==> config.mk <==
export PLATFORM = sky130hd
export DESIGN_NAME = servo_monitor_readout_responder
export DESIGN_NICKNAME = d
export VERILOG_FILES = /design/src/servo_mon_pkg.sv /design/src/snapshot_if.sv /design/src/servo_monitor_readout_responder.sv /design/src/monitor_snapshot.sv
export VERILOG_INCLUDE_DIRS = /design/src
export SDC_FILE = /design/constraint.sdc
export NUM_CORES = 1
export LEC_CHECK = 0
export BUFFER_PORTS_ARGS = -buffer_cell sky130_fd_sc_hd__buf_2
export CELL_PAD_IN_SITES_DETAIL_PLACEMENT = 1
export CELL_PAD_IN_SITES_GLOBAL_PLACEMENT = 1
export CORE_MARGIN = 4
export CORE_UTILIZATION = 43
export CTS_BUF_LIST = sky130_fd_sc_hd__clkbuf_16
export DETAILED_ROUTE_END_ITERATION = 8
export GPL_TIMING_DRIVEN = 0
export PLACE_DENSITY_LB_ADDON = 0.1
export SLEW_MARGIN = 20
export SYNTH_ARGS = -nofsm -noshare
export SYNTH_HDL_FRONTEND = slang
export SYNTH_SLANG_ARGS = --single-unit
==> constraint.sdc <==
create_clock -name core_clk_i -period 17.2 [get_ports core_clk_i]
set_input_delay 1.72 -clock core_clk_i [delete_from_list [all_inputs] [get_ports core_clk_i]]
set_output_delay 1.72 -clock core_clk_i [all_outputs]
set_load 0.1 [all_outputs]
==> src/servo_mon_params.svh <==
// constants for the servo monitor readout responder
`ifndef SERVO_MON_PARAMS_SVH
`define SERVO_MON_PARAMS_SVH

// register byte offsets
`define REG_CTRL 8'h00
`define REG_IRQ_STAT 8'h04
`define REG_IRQ_MASK 8'h08
`define REG_STATE 8'h0C

// control register fields
`define CTRL_EN_BIT 0
`define CTRL_CLR_BIT 1
`define CTRL_AXIS_LSB 8
`define CTRL_AXIS_MSB 15
`define AXIS_RESET 8'h01

// interrupt event bits
`define EV_DONE 0
`define EV_CKSUM 1
`define EV_COUNT 2
`define EV_CMD 3

// command/mode bytes: mode in the high nibble, command in the low
`define CMD_STATUS 8'h02
`define CMD_CMD_CNT 8'h12
`define CMD_FB_CNT 8'h22
`define CMD_SPEED 8'h42
`define CMD_TORQUE 8'h52
`define CMD_DEV 8'h62
`define CMD_IN_SIG 8'h72
`define CMD_OUT_SIG 8'h82
`define CMD_STD 8'h92
`define CMD_MODE_A 8'hA2

// reply payload lengths, error code included
`define LEN_ERR_ONLY 8'h01
`define LEN_STATUS 8'h03
`define LEN_WORD 8'h03
`define LEN_LONG 8'h05
`define LEN_STD 8'h09
`define LEN_MODE_A 8'h0D

// frame overhead: length, axis, command/mode, checksum
`define FRAME_OVERHEAD 8'h04
`define HDR_BYTES 8'h03
`define HDR_BYTES5 5'h03
`define RX_LEN_READ 8'h00

// error code bits
`define ERR_ANY_BIT 7
`define ERR_CMD_BIT 5
`define ERR_LINE_BIT 4

// status byte bits
`define ST_CCW_TRQ 5
`define ST_CW_TRQ 4
`define ST_CCW_RUN 3
`define ST_CW_RUN 2
`define ST_BRAKE 1
`define ST_TRQ_LIM 0

// braking permitted below this speed, r/min (30)
`define BRAKE_SPEED_RPM 16'h001E

// input bits that read 1 while the input is open
// bit0 cw over-travel, bit1 ccw over-travel, bit2 zero clamp,
// bit3 pulse inhibit
`define IN_OPEN_HIGH_MASK 32'h0000_000F

`endif

==> src/servo_mon_pkg.sv <==
// types shared by the servo monitor readout responder
package servo_mon_pkg;

    typedef enum logic [0:0] {
        ph_rx = 1'b0,
        ph_tx = 1'b1
    } phase_t;

    typedef struct packed {
        phase_t ph;
        logic [7:0] rx_cnt;
        logic [7:0] rx_len;
        logic [7:0] rx_axis;
        logic [7:0] rx_cmd;
        logic [7:0] rx_sum;
        logic rx_line_err;
        logic [7:0] tx_len;
        logic [7:0] tx_axis;
        logic [7:0] tx_cmd;
        logic [12:0][7:0] pl;
        logic [4:0] tx_idx;
        logic [7:0] tx_sum;
        logic [7:0] tx_byte;
        logic tx_valid;
        logic enable;
        logic [7:0] axis_id;
        logic cnt_clr;
        logic [3:0] irq_stat;
        logic [3:0] irq_mask;
        logic irq;
        logic [31:0] rd_data;
    } rsp_state_t;

    typedef struct packed {
        logic [31:0] s1;
        logic [31:0] s2;
        logic [31:0] s3;
        logic [31:0] in_sig;
        logic [31:0] cmd_cnt;
        logic [31:0] fb_cnt;
        logic [7:0] status;
        logic [1:0] mode;
        logic [15:0] speed;
        logic [15:0] torque;
        logic [31:0] dev;
        logic [31:0] out_sig;
        logic [15:0] alarm;
    } mon_state_t;

endpackage : servo_mon_pkg

==> src/snapshot_if.sv <==
// monitor snapshot carried from the sampler to the responder
`timescale 1ns/10ps
interface snapshot_if;
    logic [1:0] mode;
    logic [7:0] status;
    logic [31:0] cmd_cnt;
    logic [31:0] fb_cnt;
    logic [15:0] speed;
    logic [15:0] torque;
    logic [31:0] dev;
    logic [31:0] in_sig;
    logic [31:0] out_sig;
    logic [15:0] alarm;
    logic cnt_clr;

    modport src (
        output mode, status, cmd_cnt, fb_cnt, speed, torque, dev,
        output in_sig, out_sig, alarm,
        input cnt_clr
    );
    modport dst (
        input mode, status, cmd_cnt, fb_cnt, speed, torque, dev,
        input in_sig, out_sig, alarm,
        output cnt_clr
    );
endinterface : snapshot_if

==> src/servo_monitor_readout_responder.sv <==
// serial monitor-query responder: frame check, reply build and send
`timescale 1ns/10ps
`include "servo_mon_params.svh"
module servo_monitor_readout_responder
    import servo_mon_pkg::*;
(
    input wire logic core_clk_i,
    input wire logic rst_i,
    input wire logic [1:0] ctrl_mode_i,
    input wire logic [15:0] speed_rpm_i,
    input wire logic [15:0] torque_cmd_i,
    input wire logic torque_limited_i,
    input wire logic cmd_pulse_up_i,
    input wire logic cmd_pulse_dn_i,
    input wire logic fb_pulse_up_i,
    input wire logic fb_pulse_dn_i,
    input wire logic [31:0] deviation_i,
    input wire logic [31:0] in_pins_i,
    input wire logic [31:0] out_sig_i,
    input wire logic [15:0] alarm_i,
    input wire logic [7:0] rx_byte_i,
    input wire logic rx_valid_i,
    input wire logic rx_end_i,
    input wire logic rx_line_err_i,
    output logic [7:0] tx_byte_o,
    output logic tx_valid_o,
    input wire logic tx_ready_i,
    input wire logic [7:0] reg_addr_i,
    input wire logic [31:0] reg_wdata_i,
    input wire logic reg_wr_i,
    input wire logic reg_rd_i,
    output logic [31:0] reg_rdata_o,
    output logic irq_o
);
    rsp_state_t st_ff;
    rsp_state_t nxt_st;

    snapshot_if snap ();

    monitor_snapshot u_snap (
        .core_clk_i(core_clk_i),
        .rst_i(rst_i),
        .ctrl_mode_i(ctrl_mode_i),
        .speed_rpm_i(speed_rpm_i),
        .torque_cmd_i(torque_cmd_i),
        .torque_limited_i(torque_limited_i),
        .cmd_pulse_up_i(cmd_pulse_up_i),
        .cmd_pulse_dn_i(cmd_pulse_dn_i),
        .fb_pulse_up_i(fb_pulse_up_i),
        .fb_pulse_dn_i(fb_pulse_dn_i),
        .deviation_i(deviation_i),
        .in_pins_i(in_pins_i),
        .out_sig_i(out_sig_i),
        .alarm_i(alarm_i),
        .snap(snap.src)
    );

    assign snap.cnt_clr = st_ff.cnt_clr;

    always_comb begin
        logic [3:0] ev;
        logic [7:0] err;
        logic [7:0] plen;
        logic cmd_err;
        logic count_ok;
        logic stat_clr;
        logic [4:0] idx1;
        logic [4:0] last;
        logic [7:0] b;

        ev = 4'h0;
        err = 8'h00;
        plen = `LEN_ERR_ONLY;
        cmd_err = 1'b0;
        count_ok = 1'b0;
        stat_clr = 1'b0;
        idx1 = 5'h00;
        last = 5'h00;
        b = 8'h00;

        nxt_st = st_ff;
        nxt_st.cnt_clr = 1'b0;
        nxt_st.rd_data = 32'h0000_0000;

        if (reg_wr_i) begin
            unique case (reg_addr_i)
                `REG_CTRL: begin
                    nxt_st.enable = reg_wdata_i[`CTRL_EN_BIT];
                    nxt_st.cnt_clr = reg_wdata_i[`CTRL_CLR_BIT];
                    nxt_st.axis_id =
                        reg_wdata_i[`CTRL_AXIS_MSB:`CTRL_AXIS_LSB];
                end
                `REG_IRQ_MASK: nxt_st.irq_mask = reg_wdata_i[3:0];
                default: ;
            endcase
        end

        if (reg_rd_i) begin
            unique case (reg_addr_i)
                `REG_CTRL: begin
                    nxt_st.rd_data[`CTRL_EN_BIT] = st_ff.enable;
                    nxt_st.rd_data[`CTRL_AXIS_MSB:`CTRL_AXIS_LSB] =
                        st_ff.axis_id;
                end
                `REG_IRQ_STAT: begin
                    nxt_st.rd_data[3:0] = st_ff.irq_stat;
                    stat_clr = 1'b1;
                end
                `REG_IRQ_MASK: nxt_st.rd_data[3:0] = st_ff.irq_mask;
                `REG_STATE: nxt_st.rd_data = {11'h000,
                    st_ff.tx_idx,
                    st_ff.rx_cnt,
                    7'h00, st_ff.ph};
                default: ;
            endcase
        end

        unique case (st_ff.ph)
            ph_rx: begin
                if (rx_valid_i) begin
                    if (st_ff.rx_cnt == 8'h00) begin
                        nxt_st.rx_len = rx_byte_i;
                    end
                    if (st_ff.rx_cnt == 8'h01) begin
                        nxt_st.rx_axis = rx_byte_i;
                    end
                    if (st_ff.rx_cnt == 8'h02) begin
                        nxt_st.rx_cmd = rx_byte_i;
                    end
                    nxt_st.rx_sum = st_ff.rx_sum + rx_byte_i;
                    // saturate, never wrap to a legal count
                    if (st_ff.rx_cnt != 8'hFF) begin
                        nxt_st.rx_cnt = st_ff.rx_cnt + 8'h01;
                    end
                    nxt_st.rx_line_err = st_ff.rx_line_err | rx_line_err_i;
                end else if (rx_end_i && st_ff.rx_cnt != 8'h00) begin
                    nxt_st.rx_cnt = 8'h00;
                    nxt_st.rx_sum = 8'h00;
                    nxt_st.rx_line_err = 1'b0;
                    // reads: length byte 0, four bytes
                    count_ok = (st_ff.rx_cnt ==
                        8'(st_ff.rx_len + `FRAME_OVERHEAD)) &&
                        (st_ff.rx_len == `RX_LEN_READ);
                    // bad sum drops the frame unanswered
                    if (st_ff.rx_sum != 8'h00 ||
                        st_ff.rx_cnt < `HDR_BYTES) begin
                        ev[`EV_CKSUM] = 1'b1;
                    end else if (st_ff.enable &&
                                 st_ff.rx_axis == st_ff.axis_id) begin
                        // no stale bytes in a short reply
                        nxt_st.pl = '0;
                        if (!count_ok) begin
                            cmd_err = 1'b1;
                            ev[`EV_COUNT] = 1'b1;
                        end else begin
                            unique case (st_ff.rx_cmd)
                                `CMD_STATUS: begin
                                    plen = `LEN_STATUS;
                                    nxt_st.pl[0] = {6'h00, snap.mode};
                                    nxt_st.pl[1] = snap.status;
                                end
                                `CMD_CMD_CNT: begin
                                    plen = `LEN_LONG;
                                    nxt_st.pl[3:0] = snap.cmd_cnt;
                                end
                                `CMD_FB_CNT: begin
                                    plen = `LEN_LONG;
                                    nxt_st.pl[3:0] = snap.fb_cnt;
                                end
                                `CMD_SPEED: begin
                                    plen = `LEN_WORD;
                                    nxt_st.pl[1:0] = snap.speed;
                                end
                                `CMD_TORQUE: begin
                                    plen = `LEN_WORD;
                                    nxt_st.pl[1:0] = snap.torque;
                                end
                                `CMD_DEV: begin
                                    plen = `LEN_LONG;
                                    nxt_st.pl[3:0] = snap.dev;
                                end
                                `CMD_IN_SIG: begin
                                    plen = `LEN_LONG;
                                    nxt_st.pl[3:0] = snap.in_sig;
                                end
                                `CMD_OUT_SIG: begin
                                    plen = `LEN_LONG;
                                    nxt_st.pl[3:0] = snap.out_sig;
                                end
                                `CMD_STD: begin
                                    plen = `LEN_STD;
                                    nxt_st.pl[7:0] = {snap.dev,
                                        snap.torque, snap.speed};
                                end
                                `CMD_MODE_A: begin
                                    plen = `LEN_MODE_A;
                                    nxt_st.pl[11:0] = {snap.alarm,
                                        snap.out_sig, snap.in_sig,
                                        snap.status, 6'h00, snap.mode};
                                end
                                default: begin
                                    cmd_err = 1'b1;
                                    ev[`EV_CMD] = 1'b1;
                                end
                            endcase
                        end

                        err[`ERR_CMD_BIT] = cmd_err;
                        err[`ERR_LINE_BIT] = st_ff.rx_line_err;
                        err[`ERR_ANY_BIT] = cmd_err | st_ff.rx_line_err;
                        nxt_st.pl[4'(plen - `LEN_ERR_ONLY)] = err;
                        nxt_st.ph = ph_tx;
                        nxt_st.tx_len = plen;
                        nxt_st.tx_axis = st_ff.rx_axis;
                        nxt_st.tx_cmd = st_ff.rx_cmd;
                        nxt_st.tx_idx = 5'h00;
                        nxt_st.tx_byte = plen;
                        nxt_st.tx_sum = plen;
                        nxt_st.tx_valid = 1'b1;
                    end
                end
            end

            ph_tx: begin
                // incoming bytes are dropped while a reply goes out
                if (tx_ready_i) begin
                    // byte 0, the length, is already out
                    last = 5'(st_ff.tx_len + `HDR_BYTES);
                    idx1 = st_ff.tx_idx + 5'h01;
                    nxt_st.tx_idx = idx1;
                    if (st_ff.tx_idx == last) begin
                        nxt_st.tx_valid = 1'b0;
                        nxt_st.ph = ph_rx;
                        ev[`EV_DONE] = 1'b1;
                    end else if (idx1 == last) begin
                        // sum of whole reply comes to zero
                        nxt_st.tx_byte = 8'(~st_ff.tx_sum + 8'h01);
                    end else begin
                        if (idx1 == 5'h01) begin
                            b = st_ff.tx_axis;
                        end else if (idx1 == 5'h02) begin
                            b = st_ff.tx_cmd;
                        end else begin
                            b = st_ff.pl[4'(idx1 - `HDR_BYTES5)];
                        end
                        nxt_st.tx_byte = b;
                        nxt_st.tx_sum = st_ff.tx_sum + b;
                    end
                end
            end
        endcase

        // a new event in the clearing read's cycle survives
        nxt_st.irq_stat = (stat_clr ? 4'h0 : st_ff.irq_stat) | ev;
        nxt_st.irq = |(nxt_st.irq_stat & nxt_st.irq_mask);
    end

    always_ff @(posedge core_clk_i or posedge rst_i) begin
        if (rst_i) begin
            st_ff <= '0;
            // axis id reads 01h until set; answers nothing until enabled
            st_ff.axis_id <= `AXIS_RESET;
        end else begin
            st_ff <= nxt_st;
        end
    end

    // outputs come straight from flops
    assign tx_byte_o = st_ff.tx_byte;
    assign tx_valid_o = st_ff.tx_valid;
    assign reg_rdata_o = st_ff.rd_data;
    assign irq_o = st_ff.irq;
endmodule : servo_monitor_readout_responder

==> src/monitor_snapshot.sv <==
// samples drive state into status byte, counters and input signals
`timescale 1ns/10ps
`include "servo_mon_params.svh"
module monitor_snapshot
    import servo_mon_pkg::*;
(
    input wire logic core_clk_i,
    input wire logic rst_i,
    input wire logic [1:0] ctrl_mode_i,
    input wire logic [15:0] speed_rpm_i,
    input wire logic [15:0] torque_cmd_i,
    input wire logic torque_limited_i,
    input wire logic cmd_pulse_up_i,
    input wire logic cmd_pulse_dn_i,
    input wire logic fb_pulse_up_i,
    input wire logic fb_pulse_dn_i,
    input wire logic [31:0] deviation_i,
    input wire logic [31:0] in_pins_i,
    input wire logic [31:0] out_sig_i,
    input wire logic [15:0] alarm_i,
    snapshot_if.src snap
);
    mon_state_t st_ff;
    mon_state_t nxt_st;

    always_comb begin
        nxt_st = st_ff;
        nxt_st.s1 = in_pins_i;
        nxt_st.s2 = st_ff.s1;
        nxt_st.s3 = st_ff.s2;
        if (st_ff.s2 == st_ff.s3) begin
            nxt_st.in_sig = st_ff.s3 ^ `IN_OPEN_HIGH_MASK;
        end
        nxt_st.mode = ctrl_mode_i;
        if (snap.cnt_clr) begin
            nxt_st.cmd_cnt = 32'h0000_0000;
        end else if (cmd_pulse_up_i && !cmd_pulse_dn_i) begin
            nxt_st.cmd_cnt = st_ff.cmd_cnt + 32'h0000_0001;
        end else if (cmd_pulse_dn_i && !cmd_pulse_up_i) begin
            nxt_st.cmd_cnt = st_ff.cmd_cnt - 32'h0000_0001;
        end
        if (snap.cnt_clr) begin
            nxt_st.fb_cnt = 32'h0000_0000;
        end else if (fb_pulse_up_i && !fb_pulse_dn_i) begin
            nxt_st.fb_cnt = st_ff.fb_cnt + 32'h0000_0001;
        end else if (fb_pulse_dn_i && !fb_pulse_up_i) begin
            nxt_st.fb_cnt = st_ff.fb_cnt - 32'h0000_0001;
        end
        nxt_st.status = 8'h00;
        nxt_st.status[`ST_CCW_TRQ] = $signed(torque_cmd_i) > 16'sh0000;
        nxt_st.status[`ST_CW_TRQ] = $signed(torque_cmd_i) < 16'sh0000;
        nxt_st.status[`ST_CCW_RUN] = $signed(speed_rpm_i) > 16'sh0000;
        nxt_st.status[`ST_CW_RUN] = $signed(speed_rpm_i) < 16'sh0000;
        nxt_st.status[`ST_BRAKE] =
            ($signed(speed_rpm_i) < $signed(`BRAKE_SPEED_RPM)) &&
            ($signed(speed_rpm_i) > -$signed(`BRAKE_SPEED_RPM));
        nxt_st.status[`ST_TRQ_LIM] = torque_limited_i;
        nxt_st.speed = speed_rpm_i;
        nxt_st.torque = torque_cmd_i;
        nxt_st.dev = deviation_i;
        nxt_st.out_sig = out_sig_i;
        nxt_st.alarm = alarm_i;
    end

    always_ff @(posedge core_clk_i or posedge rst_i) begin
        if (rst_i) begin
            st_ff <= '0;
        end else begin
            st_ff <= nxt_st;
        end
    end

    assign snap.mode = st_ff.mode;
    assign snap.status = st_ff.status;
    assign snap.cmd_cnt = st_ff.cmd_cnt;
    assign snap.fb_cnt = st_ff.fb_cnt;
    assign snap.speed = st_ff.speed;
    assign snap.torque = st_ff.torque;
    assign snap.dev = st_ff.dev;
    assign snap.in_sig = st_ff.in_sig;
    assign snap.out_sig = st_ff.out_sig;
    assign snap.alarm = st_ff.alarm;
endmodule : monitor_snapshot

Yosys cells after proc, flatten, opt, wreduce, memory -nomap -nowiden:

Index checks and enable logic that the tools add are counted.

* add/subtract/negate cells: 13
* eq/ne operators: 32
* order comparisons: 10
* multiplexer cells: 84
* reduce and logical (&&, ||, !) cells: 39
* bitwise logic cells: 9

Operators by type and width (number)
* two-way mux 96 bit: 6
* two-way mux 150 bit: 2
* two-way mux 32 bit: 7
* two-way mux 159 bit: 1
* two-way mux 8 bit: 17
* case mux 16 bit (8 select lines): 1
* case mux 16 bit (7 select lines): 1
* bitwise mux 104 bit: 1
* adder 32 x 1 -> 32 bit (second input constant): 2
* case mux 32 bit (2 select lines): 1
* subtractor 32 x 1 -> 32 bit (second input constant): 2
* two-way mux 22 bit: 2
* case mux 22 bit (2 select lines): 1
* binary-select mux 8 bit (select 4 bit): 1
* demux 8 bit (select 4 bit): 1
* equality test 32 bit: 1
* equality test 8 x 7 -> 1 bit (second input constant): 4
* > comparator 16 x 1 -> 1 bit (second input constant): 2
* < comparator 16 x 1 -> 1 bit (second input constant): 2
* equality test 8 bit (second input constant): 3
* logical NOT 8 bit: 3
* two-way mux 1 bit: 23
* two-way mux 21 bit: 1
* two-way mux 9 bit: 2
* 57 further kinds: 100

* register bits: 555

Longest topological paths before layout:

Gate-level depths: netlist of the first run.

* word-level depth: 20
* gate-level depth with buffers: 22
* mapped depth without buffers: 20

By module:

Synthesis of the first run repeated with hierarchy kept, for this count alone.

* cell total of the unflattened synthesis: 2631
* area total of the unflattened synthesis: 27261.1 sq um

By module, submodules not included
* monitor_snapshot: seq. area each 7757.4 sq um, instances 1, cells an instance 1214, area each 14169.8 sq um
* servo_monitor_readout_responder: seq. area each 5481.5 sq um, instances 1, cells an instance 1417, area each 13091.3 sq um

Worst setup path before layout of the first run:

No wires, ideal clock.

* kind: input port to flip-flop
* from: in cmd_pulse_up_i
* to: reg u_snap.st_ff (netlist bit u_snap.snap.cmd_cnt[31])
* slack: 12202 ps
* stages: 13
* data arrival time: 4871 ps
* buffers on the path: 0
* setup time: 128 ps
* required time: 17072 ps
* path through: nor2b_1 inv_1 ha_1 a21o_1 a21oi_2 a32oi_1 a211o_1 o221a_1 o2111ai_2 a31oi_2 nand4_1 mux2i_1 mux2_1

* word-level cells in the longest chain between the ends: 3

Ends and longest elaborated chain
* from (decl): line servo_monitor_readout_responder.sv:13 `input wire logic cmd_pulse_up_i,`
* logical AND 1 bit or logical NOT 1 bit (tied branches): line monitor_snapshot.sv:37, monitor_snapshot.sv:39
* two-way mux 32 bit or logical AND 1 bit (tied branches): line monitor_snapshot.sv:37, monitor_snapshot.sv:39
* two-way mux 32 bit or nonzero test 3 bit (tied branches)
* to (signal assigned): line monitor_snapshot.sv:69 `st_ff <= nxt_st;`
* to (decl): line monitor_snapshot.sv:23 `mon_state_t st_ff;`

Several ways; a longest one is shown, not always the timed one.
A chain may end at the register's enable or synchronous reset.

Worst setup path in the final report of the first run:

* from: in fb_pulse_dn_i
* to: reg u_snap.st_ff (netlist bit u_snap.snap.fb_cnt[31])

* word-level cells in the longest chain between the ends: 4

Ends and longest elaborated chain
* from (decl): line servo_monitor_readout_responder.sv:16 `input wire logic fb_pulse_dn_i,`
* logical NOT 1 bit: line monitor_snapshot.sv:44 `end else if (fb_pulse_up_i && !fb_pulse_dn_i) begin`
* logical AND 1 bit: line monitor_snapshot.sv:44
* two-way mux 32 bit: line monitor_snapshot.sv:44
* two-way mux 32 bit: line monitor_snapshot.sv:42 `if (snap.cnt_clr) begin`

Several ways; a longest one is shown, not always the timed one.

==> results of run 1 <==
==> registers in the layout (all words and copies together) (netlist names), 2 cells and up <==
name and cells:
u_snap.snap.alarm 16, u_snap.nxt_st 64, st_ff 191, tx_byte_o 8, u_snap.snap.out_sig 32, u_snap.snap.speed 15, u_snap.snap.status 6, u_snap.snap.fb_cnt 32
reg_rdata_o 17, u_snap.st_ff 32, u_snap.snap.torque 15, u_snap.snap.dev 32, u_snap.snap.in_sig 32, u_snap.snap.mode 2, u_snap.snap.cmd_cnt 32
==> cell type report <==
type                            instances  area (um2)  area share, %
Inverter                               48         188          0.633
Tap cell                              765         957           3.23
Multi-Input combinational cell       1643       11300           37.9
Clock inverter                         49         627           2.11
Buffer                                154         768           2.59
Timing Repair Buffer                  218        1210           4.07
Sequential cell                       529       13200           44.6
Clock buffer                           57        1430           4.81
==> worst reg2reg max path: cells and delay by family, from the launching register on <==
family | cells | cell delay, ps
AOI/OAI and AO/OA | 10 | 1580
buffers and inverters | 3 | 1030
and+or+nand+nor | 3 | 930
muxes | 2 | 820
adders and majority gates | 2 | 570
DFF | 1 | 390
xor gates and xnor gates | 1 | 190
==> placed cells by master, fill, tap and decap left out, types with 44 or more instances in the layout <==
cell type                   instances
sky130_fd_sc_hd__a22oi_1           67
sky130_fd_sc_hd__o21ai_1           84
sky130_fd_sc_hd__mux2_2            56
sky130_fd_sc_hd__inv_1             45
sky130_fd_sc_hd__a21oi_1          104
sky130_fd_sc_hd__buf_2            238
sky130_fd_sc_hd__nor2_1            91
sky130_fd_sc_hd__clkbuf_1          79
sky130_fd_sc_hd__xnor2_1           99
sky130_fd_sc_hd__nand2_1          361
sky130_fd_sc_hd__ha_1              86
sky130_fd_sc_hd__nand3_1           92
sky130_fd_sc_hd__o21ai_0           64
sky130_fd_sc_hd__dfrtp_1          528
sky130_fd_sc_hd__clkbuf_16         57
sky130_fd_sc_hd__mux2i_1           44
==> final timing paths <==
check / from / endpoint
min in group asynchronous: rst_i / u_snap.snap.alarm[4]
hold / removal: u_snap.nxt_st[255] / u_snap.nxt_st[223]
hold reg to reg: u_snap.nxt_st[255] / u_snap.nxt_st[223]
setup / recovery: fb_pulse_dn_i / u_snap.snap.fb_cnt[31]
max in group asynchronous: rst_i / u_snap.nxt_st[235]
setup reg to reg: st_ff[68] / st_ff[67]
==> layer usage <==
metal  vias to the layer above  GRT usage [%]  part of all wire [%]
met5                         -              0                     0
met4                         0           9.08                   3.6
met3                       156           3.36                   5.1
met2                       587           47.1                    48
met1                     10300           38.1                    43
li1                       8998              -                     -
==> logic make-up (layout without fill, tap and decap cells) <==
group                    after synthesis  count (layout)  share of synthesized area [%]
flip-flops                           529             529                           52.2
AO/OA/AOI/OAI                        547             547                           14.4
multiplexers                         144             144                           7.41
AND/OR/NAND/NOR                      704             704                           12.7
other                                  1              15                         0.0148
buffers and inverters                202             526                           3.74
XOR/XNOR                             143             143                           5.02
adder cells (fa/ha/maj)               90              90                           4.55
==> metrics by stage <==
step | area, um2 | std cells | hold slack, ps | utilization, %
6_report | 29700 | 3463 | 348 | 51.1
5_1_grt | 29700 | 3463 | 350 | 51.1
4_1_cts | 29700 | 3463 | 349 | 51.1
3_5_place_dp | 27600 | 3357 | 336 | 47.6
3_3_place_gp | 27500 | 3351 | 334 | 47.3
2_1_floorplan | 25400 | 2374 | 331 | -
==> power by group <==
| group | leakage (uW) | internal, uW | switching (uW) |
|---|---|---|---|
| logic | 0.00622 | 741 | 1110 |
| clock network | 0.00100 | 803 | 538 |
| registers | 0.00664 | 1410 | 216 |
==> results.md, run 1 <==
- Most frequent cell after synthesis: sky130_fd_sc_hd__dfrtp_1
- Detailed-route via count: 20.1k
- Clock transition at path regs: ~60 ps
- Mapped Avg Cell Area: 10.8 um2
- Layout cells sized above 1: a little under a fifth
- Antenna fix cells: 0
- Number of instances in the synthesized netlist: roughly 2.4k
- Count of buffering cells on the critical path with inverters included: 2
- Largest driver fanout on the critical path: 30
- Number of buffers inserted by hold repair at cts: 0
- Count of flip-flops with a built-in enable after synthesis: 0
- Crit start category: input pin
- Overall power: 4820 uW
- Summed negative setup slack over all endpoints: 0 ps
- Final number of hold-violating endpoints: 0
- Arrival time worst endpoint: roughly 6300 ps
- Maximum single-stage delay on the critical path: 1000 ps
- Register bit count reported by yosys: 529
- Placed wire-length estimate: about 70 mm
- Post-synthesis to final-layout area growth: 16.9%
- Worst clock skew: 22.8 ps
- List of cells traversed by the critical path: buf_2, nor2b_1, clkinv_1, ha_1, a211o_1, a2111oi_1, o21ai_1, a31oi_1, o32a_1, o31a_1, o21ai_1, mux2i_1, xor2_1, nor2_1
- Fin. max-slew vios: 0
- Count of unique library cells instantiated by Yosys: 89
- Type of the most critical hold path: reg2reg
- Power density normalized to cell area: 162 nW/um2
- Final Net Count: 2948
- Critical path class: in2reg
- Buffer type at the clock tree root: sky130_fd_sc_hd__clkbuf_16
- Maximum number of pins on one net before global-route repair: between 100 and 150
- Number of DRC markers in iteration 0: between 1k and 1.5k
- Detailed-route wire length per cell: around 26 um
- Required time at the endpoint of the critical path: ~18000 ps
- Cell type group with the largest total delay on the critical path: compound AO/OA/AOI/OAI gates
- Wire length of the first global-routing pass: about 130 mm
- Detailed-router iteration count before antenna repair: 7
- Area share of the largest cell type after synthesis: between 50% and 60%
- Setup bufs post-CTS: 0
- Initial standard-cell utilization of the core: 43.7%
- Overall track demand over capacity in global routing: 28.0%
- Endpoints failing setup: 0
- Total clock buffers created by CTS: 57
- Resize count post-CTS: 0
- Final period demand of the worst path: 5840 ps
- CP max stage cell: sky130_fd_sc_hd__clkinv_1
- Number of placed I/O pins: 249
- Cell depth of the worst hold path: 0
- Commonest cells in the synthesized netlist: sky130_fd_sc_hd__dfrtp_1 (528), sky130_fd_sc_hd__nand2_1 (361), sky130_fd_sc_hd__a21oi_1 (104)
- Part of the Yosys area used for sequential elements: 52.2%
- Clock sink total: 529
- Worst reg2reg path depth: 21
- Number of violations of the max-capacitance limit: 0
- Most common flop cell mapped by yosys: sky130_fd_sc_hd__dfrtp_1
- Count of input and output buffers: 212
- Maximum clock frequency: roughly 170 MHz
- Htree depth: 2
- Placeable Area: 58000 um2
- Synth Cell Area: approximately 25000 um2
- Final RePlAce weighted congestion: 1.01
- Vias in the first global route: 21.2k
- TritonCTS clock tree: built
- Static leakage: 0.0139 uW
- DRC viols: 0
- Area of the die: ~63000 um2
- Number of filler cells placed in the layout: 6341
- RSZ-0062 raised after global routing: no
- Reg2reg setup slack: roughly 12000 ps
- Count of yosys warnings during synthesis: 0
- CP Depth: 14
- Gr ovfl total: 0
- Cell seen most often among critical-path stages: sky130_fd_sc_hd__o21ai_1
- Async set-or-reset flop fraction in the synthesized netlist: 100%
- Final period utilization: 34.0%
- Horizontal extent of the die: 251 um
- Result of the run: finished, final reports clean
- Number of cell rows: 88
- Maximum clock path buffer count: 3
- Post-route ant nets: 0
- Die H: between 200 and 300 um
- Least-Margin Pin Slew: 1090 ps
- Antenna violations before repair: 1
- Pre-CTS setup slack: about 11000 ps
- Top cells by area in the synthesized netlist: sky130_fd_sc_hd__dfrtp_1 (52%), sky130_fd_sc_hd__nand2_1 (5.3%), sky130_fd_sc_hd__ha_1 (4.2%)
- Crit end category: flop
- Tightest slew margin relative to the limit: 26.9%
- Final worst-path setup slack: 11360 ps
- Source-to-sink clock delay at the later pin of the worst-skew pair: 630 ps
- Routed wire length: 89.4 mm
- DR vias/cell: 5.79
- Cell accounting for the most synthesized area: sky130_fd_sc_hd__dfrtp_1
- Worst VDD drop: 0.115 mV
Power figures use the tool's default switching activity.
==> run 2, diff against run 1 <==
--- a/config.mk
+++ b/config.mk
@@ -6,11 +6,12 @@
 export SDC_FILE = /design/constraint.sdc
 export NUM_CORES = 1
 export LEC_CHECK = 0
+export ABC_AREA = 1
 export BUFFER_PORTS_ARGS = -buffer_cell sky130_fd_sc_hd__buf_2
 export CELL_PAD_IN_SITES_DETAIL_PLACEMENT = 1
 export CELL_PAD_IN_SITES_GLOBAL_PLACEMENT = 1
 export CORE_MARGIN = 4
-export CORE_UTILIZATION = 43
+export CORE_UTILIZATION = 45
 export CTS_BUF_LIST = sky130_fd_sc_hd__clkbuf_16
 export DETAILED_ROUTE_END_ITERATION = 8
 export GPL_TIMING_DRIVEN = 0
==> constraint.sdc (replaced) <==
create_clock -name core_clk_i -period 5.5 [get_ports core_clk_i]
set_input_delay 0.55 -clock core_clk_i [delete_from_list [all_inputs] [get_ports core_clk_i]]
set_output_delay 0.55 -clock core_clk_i [all_outputs]
set_load 0.1 [all_outputs]
==> run 2 against run 1 <==
Final cell count increased by 31%; sequential power increased to 3.0 times the previous value; register-to-register slack got worse by 11000 ps; flip-flop and latch count unchanged; sequential share of layout area decreased by 3.5 points; setup slack got worse by 11000 ps; combinational power increased to 4.0 times the previous value; critical path depth increased by 10; wire length increased by 27%; synthesized cell count increased by 42%; critical endpoint is now st_ff[66].
==> results.md, run 2 <==
- Placed Area: 29600 um2 (+7.2%)
- Antenna violations before repair: 1 (unchanged)
- Maximum number of pins on one net before global-route repair: 36 (-68%)
- Cell type group with the largest total delay on the critical path: buffers and inverters
- Critical path class: reg2reg
- Commonest cells in the synthesized netlist: sky130_fd_sc_hd__nand2_1 (770), sky130_fd_sc_hd__dfrtp_1 (528), sky130_fd_sc_hd__inv_1 (443)
- Antenna fix cells: 0 (unchanged)
- Post-route ant nets: 0 (unchanged)
- CP max stage cell: sky130_fd_sc_hd__clkbuf_1
- Final period demand of the worst path: 5110 ps
- Final period utilization: 93.0%
- Buffer type at the clock tree root: sky130_fd_sc_hd__clkbuf_16
- Gr ovfl total: 0 (unchanged)
- TritonCTS clock tree: built
- Count of input and output buffers: 213 (+0.47%)
- Part of the Yosys area used for sequential elements: 48.8% (-3.4 points)
- Proportion of power drawn by flip-flops and latches: 29.7% (-4.1 points)
- Maximum single-stage delay on the critical path: 500 ps (-500 ps)
- Async set-or-reset flop fraction in the synthesized netlist: 100% (unchanged)
- Largest driver fanout on the critical path: 10 (-67%)
- Cell seen most often among critical-path stages: sky130_fd_sc_hd__nand2_1
- Synth Cell Area: 27200 um2 (+7.0%)
- Comb pwr share: 44.7% (+6.3 points)
- Crit end category: flop
- Tightest slew margin relative to the limit: 32.6% (+5.7 points)
- Number of DRC markers in iteration 0: 2290 (+59%)
- Most common flop cell mapped by yosys: sky130_fd_sc_hd__dfrtp_1
- Most frequent standard cell in the layout excluding fill and tap cells: sky130_fd_sc_hd__nand2_1
- Count of yosys warnings during synthesis: 0 (unchanged)
- Maximum clock path buffer count: 3 (unchanged)
- RSZ-0062 raised after global routing: no
- Static leakage: 0.0160 uW (+15%)
- Initial standard-cell utilization of the core: 45.7% (+2.0 points)
- Detailed-route via count: 26.1k (+30%)
- Final number of hold-violating endpoints: 0 (unchanged)
- Number of placed I/O pins: 249 (unchanged)
- DRC viols: 0 (unchanged)
- Detailed-router iteration count before antenna repair: 7 (unchanged)
- Net switching component of the power: 7640 uW (+310%)
- Type of the most critical hold path: in2reg
- Area taken by flip-flops and latches: 13200 um2 (unchanged)
- Post-route cell area: 32200 um2 (+8.6%)
- Count of unique library cells instantiated by Yosys: 60 (-33%)
- Cell accounting for the most synthesized area: sky130_fd_sc_hd__dfrtp_1
- Wire length of the first global-routing pass: 171 mm (+27%)
- Number of instances in the synthesized netlist: 3342 (+42%)
- Area share of the largest cell type after synthesis: 48.7% (-3.4 points)
- Worst clock skew: 21.3 ps (-1.46 ps)
- Endpoints failing setup: 0 (unchanged)
- Placed wire-length estimate: 87.0 mm (+24%)
- Source-to-sink clock delay at the later pin of the worst-skew pair: 640 ps (about the same)
- Setup bufs post-CTS: 0 (unchanged)
- Most frequent cell after synthesis: sky130_fd_sc_hd__nand2_1
- Area used by multi-input combinational logic: 11500 um2 (+2.3%)
- Final Net Count: 4000 (+36%)
- Clock transition at path regs: 60 ps (about the same)
- Htree depth: 2 (unchanged)
- Clock sink total: 529 (unchanged)
- Number of filler cells placed in the layout: 7219 (+14%)
- Register bit count reported by yosys: 529 (unchanged)
- Die H: 254 um (+1.1%)
- Number of violations of the max-capacitance limit: 0 (unchanged)
- Post-synthesis to final-layout area growth: 18.7%
- Count of flip-flops with a built-in enable after synthesis: 0 (unchanged)
- Least-Margin Pin Slew: 1000 ps (-84.8 ps)
- Internal portion of total power: 9100 uW (+210%)
- Count of buffering cells on the critical path with inverters included: 7 (+5)
- Commonest non-fill, non-tap cells in the layout: sky130_fd_sc_hd__nand2_1 (770), sky130_fd_sc_hd__dfrtp_1 (528), sky130_fd_sc_hd__inv_1 (445)
- Required time at the endpoint of the critical path: 6020 ps (-11680 ps)
- Mapped Avg Cell Area: 8.12 um2 (-24%)
- Worst VDD drop: 0.333 mV (+190%)
- Total clock buffers created by CTS: 59 (+3.5%)
- Routed wire length: 113 mm (+27%)
- Detailed-route wire length per cell: 25.0 um (-3.0%)
- Final RePlAce weighted congestion: 1.00 (-0.42%)
- Placeable Area: 59400 um2 (+2.3%)
- Overall track demand over capacity in global routing: 34.8% (+6.9 points)
- Layout cells sized above 1: 12.9% (-5.1 points)
- Power density normalized to cell area: 519 nW/um2 (+220%)
- Area of the die: 64300 um2 (+2.1%)
- Result of the run: finished, final reports clean
- Number of cell rows: 89 (+1.1%)
- Maximum clock frequency: 196 MHz
- DR vias/cell: 5.77 (-0.31%)
- Switching Share: 45.6% (+7.0 points)
- Fin. max-slew vios: 0 (unchanged)
- Largest register FFs: 191 (unchanged)
- Vias in the first global route: 27.7k (+31%)
- Top cells by area in the synthesized netlist: sky130_fd_sc_hd__dfrtp_1 (49%), sky130_fd_sc_hd__nand2_1 (11%), sky130_fd_sc_hd__inv_1 (6.1%)
- Arrival time worst endpoint: 5640 ps (-700 ps)
- Crit start category: flop
- List of cells traversed by the critical path: buf_4, inv_1, buf_2, buf_2, ha_1, inv_1, nand2_1, clkbuf_1, o211ai_1, nand3_1, nand3_1, nand3_1, a31oi_1, ha_1, inv_1, fa_1, nor2_1, o21ai_0, nand2_1, nand2_1, nand2_1, a21oi_1, xor2_1, o21ai_0
- Summed negative setup slack over all endpoints: 0 ps (unchanged)
- Part of the total power dissipated in the clock network: 25.6% (-2.2 points)
- Horizontal extent of the die: 254 um (+1.1%)
- Overall power: 16700 uW (+250%)
- Biggest register: st_ff
## run 2: changes by cell type after synthesis, moves of 71 or more
cell / before / now
sky130_fd_sc_hd__inv_1: 45 / 443
sky130_fd_sc_hd__nand2_1: 361 / 770
sky130_fd_sc_hd__nand3_1: 92 / 236
sky130_fd_sc_hd__nor2_1: 91 / 211
sky130_fd_sc_hd__o21ai_0: 64 / 289
sky130_fd_sc_hd__o22ai_1: 10 / 98
sky130_fd_sc_hd__xnor2_1: 99 / 28
## run 2: cell type report
type,count,share of cell area (%)
plain buffers,137,2.34
clock buffers,59,4.58
clock inverters,48,1.84
inverters,455,5.31
multi-input cells,2235,35.7
flip-flops and latches,529,41.1
well taps,773,3.00
repair buffers,286,6.15
## run 2: stage by stage
step | hold slack (ps) | std cells | util, % | setup WS, ps
floorplan | 331 | 3356 | - | -2240
global placement | 336 | 4342 | 49.3 | -5130
detailed placement | 339 | 4359 | 49.9 | 371
CTS | 0.0419 | 4521 | 54.3 | 378
global route | 1.67 | 4522 | 54.3 | 166
finish | 16.6 | 4522 | 54.3 | 385
## run 2: cell families (layout without fill, tap and decap cells)
logic type | count (synthesis) | after routing | synth area share (%)
AND/OR/NAND/NOR | 1401 | 1401 | 22.3
AO/OA/AOI/OAI | 680 | 680 | 14.0
buffers and inverters | 592 | 985 | 9.06
flip-flops | 529 | 529 | 48.8
adder cells (fa/ha/maj) | 90 | 90 | 4.26
XOR/XNOR | 47 | 47 | 1.54
multiplexers | 2 | 2 | 0.0829
other | 1 | 15 | 0.0138
## run 2: power by group through the flow
stage,clock network [uW],logic (uW),registers (uW)
after floorplan,0,4900,4790
after detailed placement,0,7180,5010
after global routing,4480,8230,5020
final,4280,7490,4970
after CTS,4300,7300,4950
after global placement,0,6850,4970
## run 2: timing repair
item	CTS	global route
endpoints found under the setup margin	0	1
hold buffers	55	1
endpoints found under the hold margin	69	1
resized for setup	0	2
## run 2: metal layers
layer  up-vias  global-route usage [%]  share of wire (%)
met5         -                       0                  0
met4         0                    11.4                3.6
met3       206                    4.26                6.2
met2       961                    55.1                 45
met1     13200                    50.3                 45
li1      11700                       -                  -
## run 2: path summary, 6_finish.rpt
path	cells after the start	startpoint	endpoint	slack, ps
hold / removal	1	alarm_i[15]	u_snap.snap.alarm[15]	20
setup reg to reg	24	st_ff[68]	st_ff[66]	390
setup / recovery	24	st_ff[68]	st_ff[66]	390
min in group asynchronous	3	rst_i	st_ff[204]	510
max in group asynchronous	8	rst_i	u_snap.snap.cmd_cnt[28]	3500
hold reg to reg	0	u_snap.nxt_st[274]	u_snap.nxt_st[242]	360
==> run 3, diff against run 2 <==
--- a/config.mk
+++ b/config.mk
@@ -11,7 +11,7 @@
 export CELL_PAD_IN_SITES_DETAIL_PLACEMENT = 1
 export CELL_PAD_IN_SITES_GLOBAL_PLACEMENT = 1
 export CORE_MARGIN = 4
-export CORE_UTILIZATION = 45
+export CORE_UTILIZATION = 49
 export CTS_BUF_LIST = sky130_fd_sc_hd__clkbuf_16
 export DETAILED_ROUTE_END_ITERATION = 8
 export GPL_TIMING_DRIVEN = 0
==> constraint.sdc (replaced) <==
create_clock -name core_clk_i -period 6.2 [get_ports core_clk_i]
set_input_delay 0.62 -clock core_clk_i [delete_from_list [all_inputs] [get_ports core_clk_i]]
set_output_delay 0.62 -clock core_clk_i [all_outputs]
set_load 0.1 [all_outputs]
==> run 3 against run 2 <==
Clock skew is 6.6 ps higher; wire length is 1.3% lower; power is 14% lower; cell area is 2.8% lower; critical path type unchanged; largest cell class unchanged; non-clock buffer count is 56 lower.
==> results.md, run 3 (synthesized netlist as in run 2, its figures left out) <==
- Cell count after placement: 4334 (-0.57%)
- Buffer type at the clock tree root: sky130_fd_sc_hd__clkbuf_16
- Routed wire length: 112 mm (-1.3%)
- Reg2reg setup slack: 950 ps (+560 ps)
- Area of the die: 59200 um2 (-7.9%)
- Arrival time worst endpoint: 5810 ps (+170 ps)
- Vias in the first global route: 28.0k (+1.1%)
- Placeable Area: 55000 um2 (-7.4%)
- Number of cells in the finished layout apart from fillers: 4443 (-1.7%)
- Source of the critical timing path: st_ff[68]
- Type of the most critical hold path: in2async
- Die H: 243 um (-4.0%)
- Post-synthesis to final-layout area growth: 15.4%
- Htree depth: 2 (unchanged)
- Critical Path Sink: st_ff[66]
- Setup bufs post-CTS: 0 (unchanged)
- Final number of hold-violating endpoints: 0 (unchanged)
- Final worst-path setup slack: 945 ps (+560 ps)
- DRC viols: 0 (unchanged)
- RSZ-0062 raised after global routing: no
- Number of cell rows: 86 (-3.4%)
- Critical path class: reg2reg
- Area taken by flip-flops and latches: 13200 um2 (unchanged)
- Fin. max-slew vios: 0 (unchanged)
- Maximum number of pins on one net before global-route repair: 38 (+5.6%)
- Worst VDD drop: 0.323 mV (-3.0%)
- Endpoints failing setup: 0 (unchanged)
- Crit start category: flop
- Worst reg2reg path depth: 24 (unchanged)
- Detailed-route via count: 26.3k (+0.60%)
- Summed negative setup slack over all endpoints: 0 ps (unchanged)
- Maximum clock path buffer count: 3 (unchanged)
- Capturing point of the worst reg2reg path: st_ff[66]
- Required time at the endpoint of the critical path: 6760 ps (+740 ps)
- Number of filler cells placed in the layout: 6724 (-6.9%)
- Met2 routed WL: 50.8 mm (-1.2%)
- Largest register FFs: 191 (unchanged)
- Tightest slew margin relative to the limit: 37.7% (+5.1 points)
- Area used by multi-input combinational logic: 11500 um2 (unchanged)
- Clock sink total: 529 (unchanged)
- Clock transition at path regs: 60 ps (about the same)
- TritonCTS clock tree: built
- Least-Margin Pin Slew: 928 ps (-76.7 ps)
- Most frequent standard cell in the layout excluding fill and tap cells: sky130_fd_sc_hd__nand2_1
- Gr ovfl total: 0 (unchanged)
- Pre-CTS setup slack: 1020 ps (+647 ps)
- Source-to-sink clock delay at the later pin of the worst-skew pair: 640 ps (about the same)
- Largest driver fanout on the critical path: 10 (unchanged)
- Initial standard-cell utilization of the core: 49.4% (+3.6 points)
- Horizontal extent of the die: 243 um (-4.0%)
- Overall track demand over capacity in global routing: 37.3% (+2.4 points)
- Static leakage: 0.0157 uW (-1.9%)
- Result of the run: finished, final reports clean
- Total clock buffers created by CTS: 58 (-1.7%)
- Wire length on met3: 7.82 mm (+12%)
- Met1 wire length: 48.4 mm (-4.6%)
- Final Net Count: 3943 (-1.4%)
- Commonest non-fill, non-tap cells in the layout: sky130_fd_sc_hd__nand2_1 (770), sky130_fd_sc_hd__dfrtp_1 (528), sky130_fd_sc_hd__inv_1 (460)
- Post-route ant nets: 0 (unchanged)
- Worst flop-to-flop path startpoint: st_ff[68]
- Count of input and output buffers: 213 (unchanged)
- Worst clock skew: 27.9 ps (+6.58 ps)
- Crit end category: flop
- Biggest register: st_ff
- Wire length of the first global-routing pass: 171 mm (-0.35%)
- Number of DRC markers in iteration 0: 2563 (+12%)
- Number of violations of the max-capacitance limit: 0 (unchanged)
- Highest routed layer: met5
- Detailed-route wire length per cell: 25.2 um (+0.42%)
- Layout cells sized above 1: 12.7% (-0.27 points)
- Placed wire-length estimate: 86.8 mm (-0.31%)
- DR vias/cell: 5.91 (+2.4%)
- Detailed-router iteration count before antenna repair: 6 (-1)
- Final RePlAce weighted congestion: 0.981 (-2.1%)
- Antenna violations before repair: 1 (unchanged)
- Number of placed I/O pins: 249 (unchanged)
- Final period demand of the worst path: 5250 ps (+140 ps)
- Number of buffers inserted by hold repair at cts: 0 (-100%)
- Resize count post-CTS: 0 (unchanged)
- Worst hold slack across all endpoints: 77.4 ps (+60.8 ps)
- Antenna fix cells: 0 (unchanged)
- Maximum clock frequency: 190 MHz (-2.7%)
- Final period utilization: 84.8% (-8.2 points)
- Power density normalized to cell area: 457 nW/um2 (-12%)
[run 3: critical path, stage by stage (launching register included)]
cell,delay (ps)
sky130_fd_sc_hd__dfrtp_1,410
sky130_fd_sc_hd__buf_4,220
sky130_fd_sc_hd__inv_1,140
sky130_fd_sc_hd__buf_2,250
sky130_fd_sc_hd__buf_2,260
sky130_fd_sc_hd__ha_1,270
sky130_fd_sc_hd__nor2_1,490
sky130_fd_sc_hd__clkbuf_1,570
sky130_fd_sc_hd__o21ai_0,190
sky130_fd_sc_hd__a21oi_1,200
sky130_fd_sc_hd__o21ai_0,100
sky130_fd_sc_hd__nand2_1,100
sky130_fd_sc_hd__nand3_1,200
sky130_fd_sc_hd__a31oi_1,230
sky130_fd_sc_hd__ha_1,210
sky130_fd_sc_hd__inv_1,60
sky130_fd_sc_hd__fa_1,390
sky130_fd_sc_hd__nor2_1,160
sky130_fd_sc_hd__o21ai_0,150
sky130_fd_sc_hd__nand2_1,90
sky130_fd_sc_hd__nand2_1,70
sky130_fd_sc_hd__nand2_1,70
sky130_fd_sc_hd__a21oi_1,70
sky130_fd_sc_hd__xor2_1,130
sky130_fd_sc_hd__o21ai_0,150
[run 3: metal layers]
metal | global-route usage [%] | up-vias
li1 | - | 11600
met1 | 52.0 | 13300
met3 | 5.64 | 251
met4 | 13.4 | 2
met2 | 59.6 | 1130
met5 | 0 | -
[run 3: worst min path at each step]
| stage | startpoint | endpoint | slack [ps] | cells past startpoint |
|---|---|---|---|---|
| floorplan | u_snap.nxt_st[250] | u_snap.nxt_st[218] | 330 | 0 |
| global placement | u_snap.nxt_st[262] | u_snap.nxt_st[230] | 330 | 0 |
| detailed placement | u_snap.nxt_st[259] | u_snap.nxt_st[227] | 340 | 0 |
| CTS | alarm_i[7] | u_snap.snap.alarm[7] | 60 | 1 |
| global route | alarm_i[15] | u_snap.snap.alarm[15] | 80 | 1 |
| finish | rst_i | st_ff[204] | 80 | 2 |
[run 3: report_power, final]
part | internal [uW] | switching (uW)
clock network | 1820 | 1510
registers | 3920 | 484
logic | 1910 | 4680
[run 3: cell type report]
class | instances | share of cell area [%]
flip-flops and latches | 529 | 42.2
multi-input cells | 2235 | 36.7
inverters | 455 | 5.46
clock buffers | 58 | 4.63
repair buffers | 230 | 4.51
well taps | 748 | 2.99
plain buffers | 137 | 2.40
clock inverters | 51 | 1.05
[run 3: stage by stage]
step / power [uW] / util [%] / cell area, um2
2_1_floorplan: 8590 / - / 27200
3_3_place_gp: 10400 / 53.1 / 29200
3_5_place_dp: 10800 / 53.8 / 29600
4_1_cts: 14200 / 57.0 / 31300
5_1_grt: 15200 / 57.0 / 31300
6_report: 14300 / 57.0 / 31300
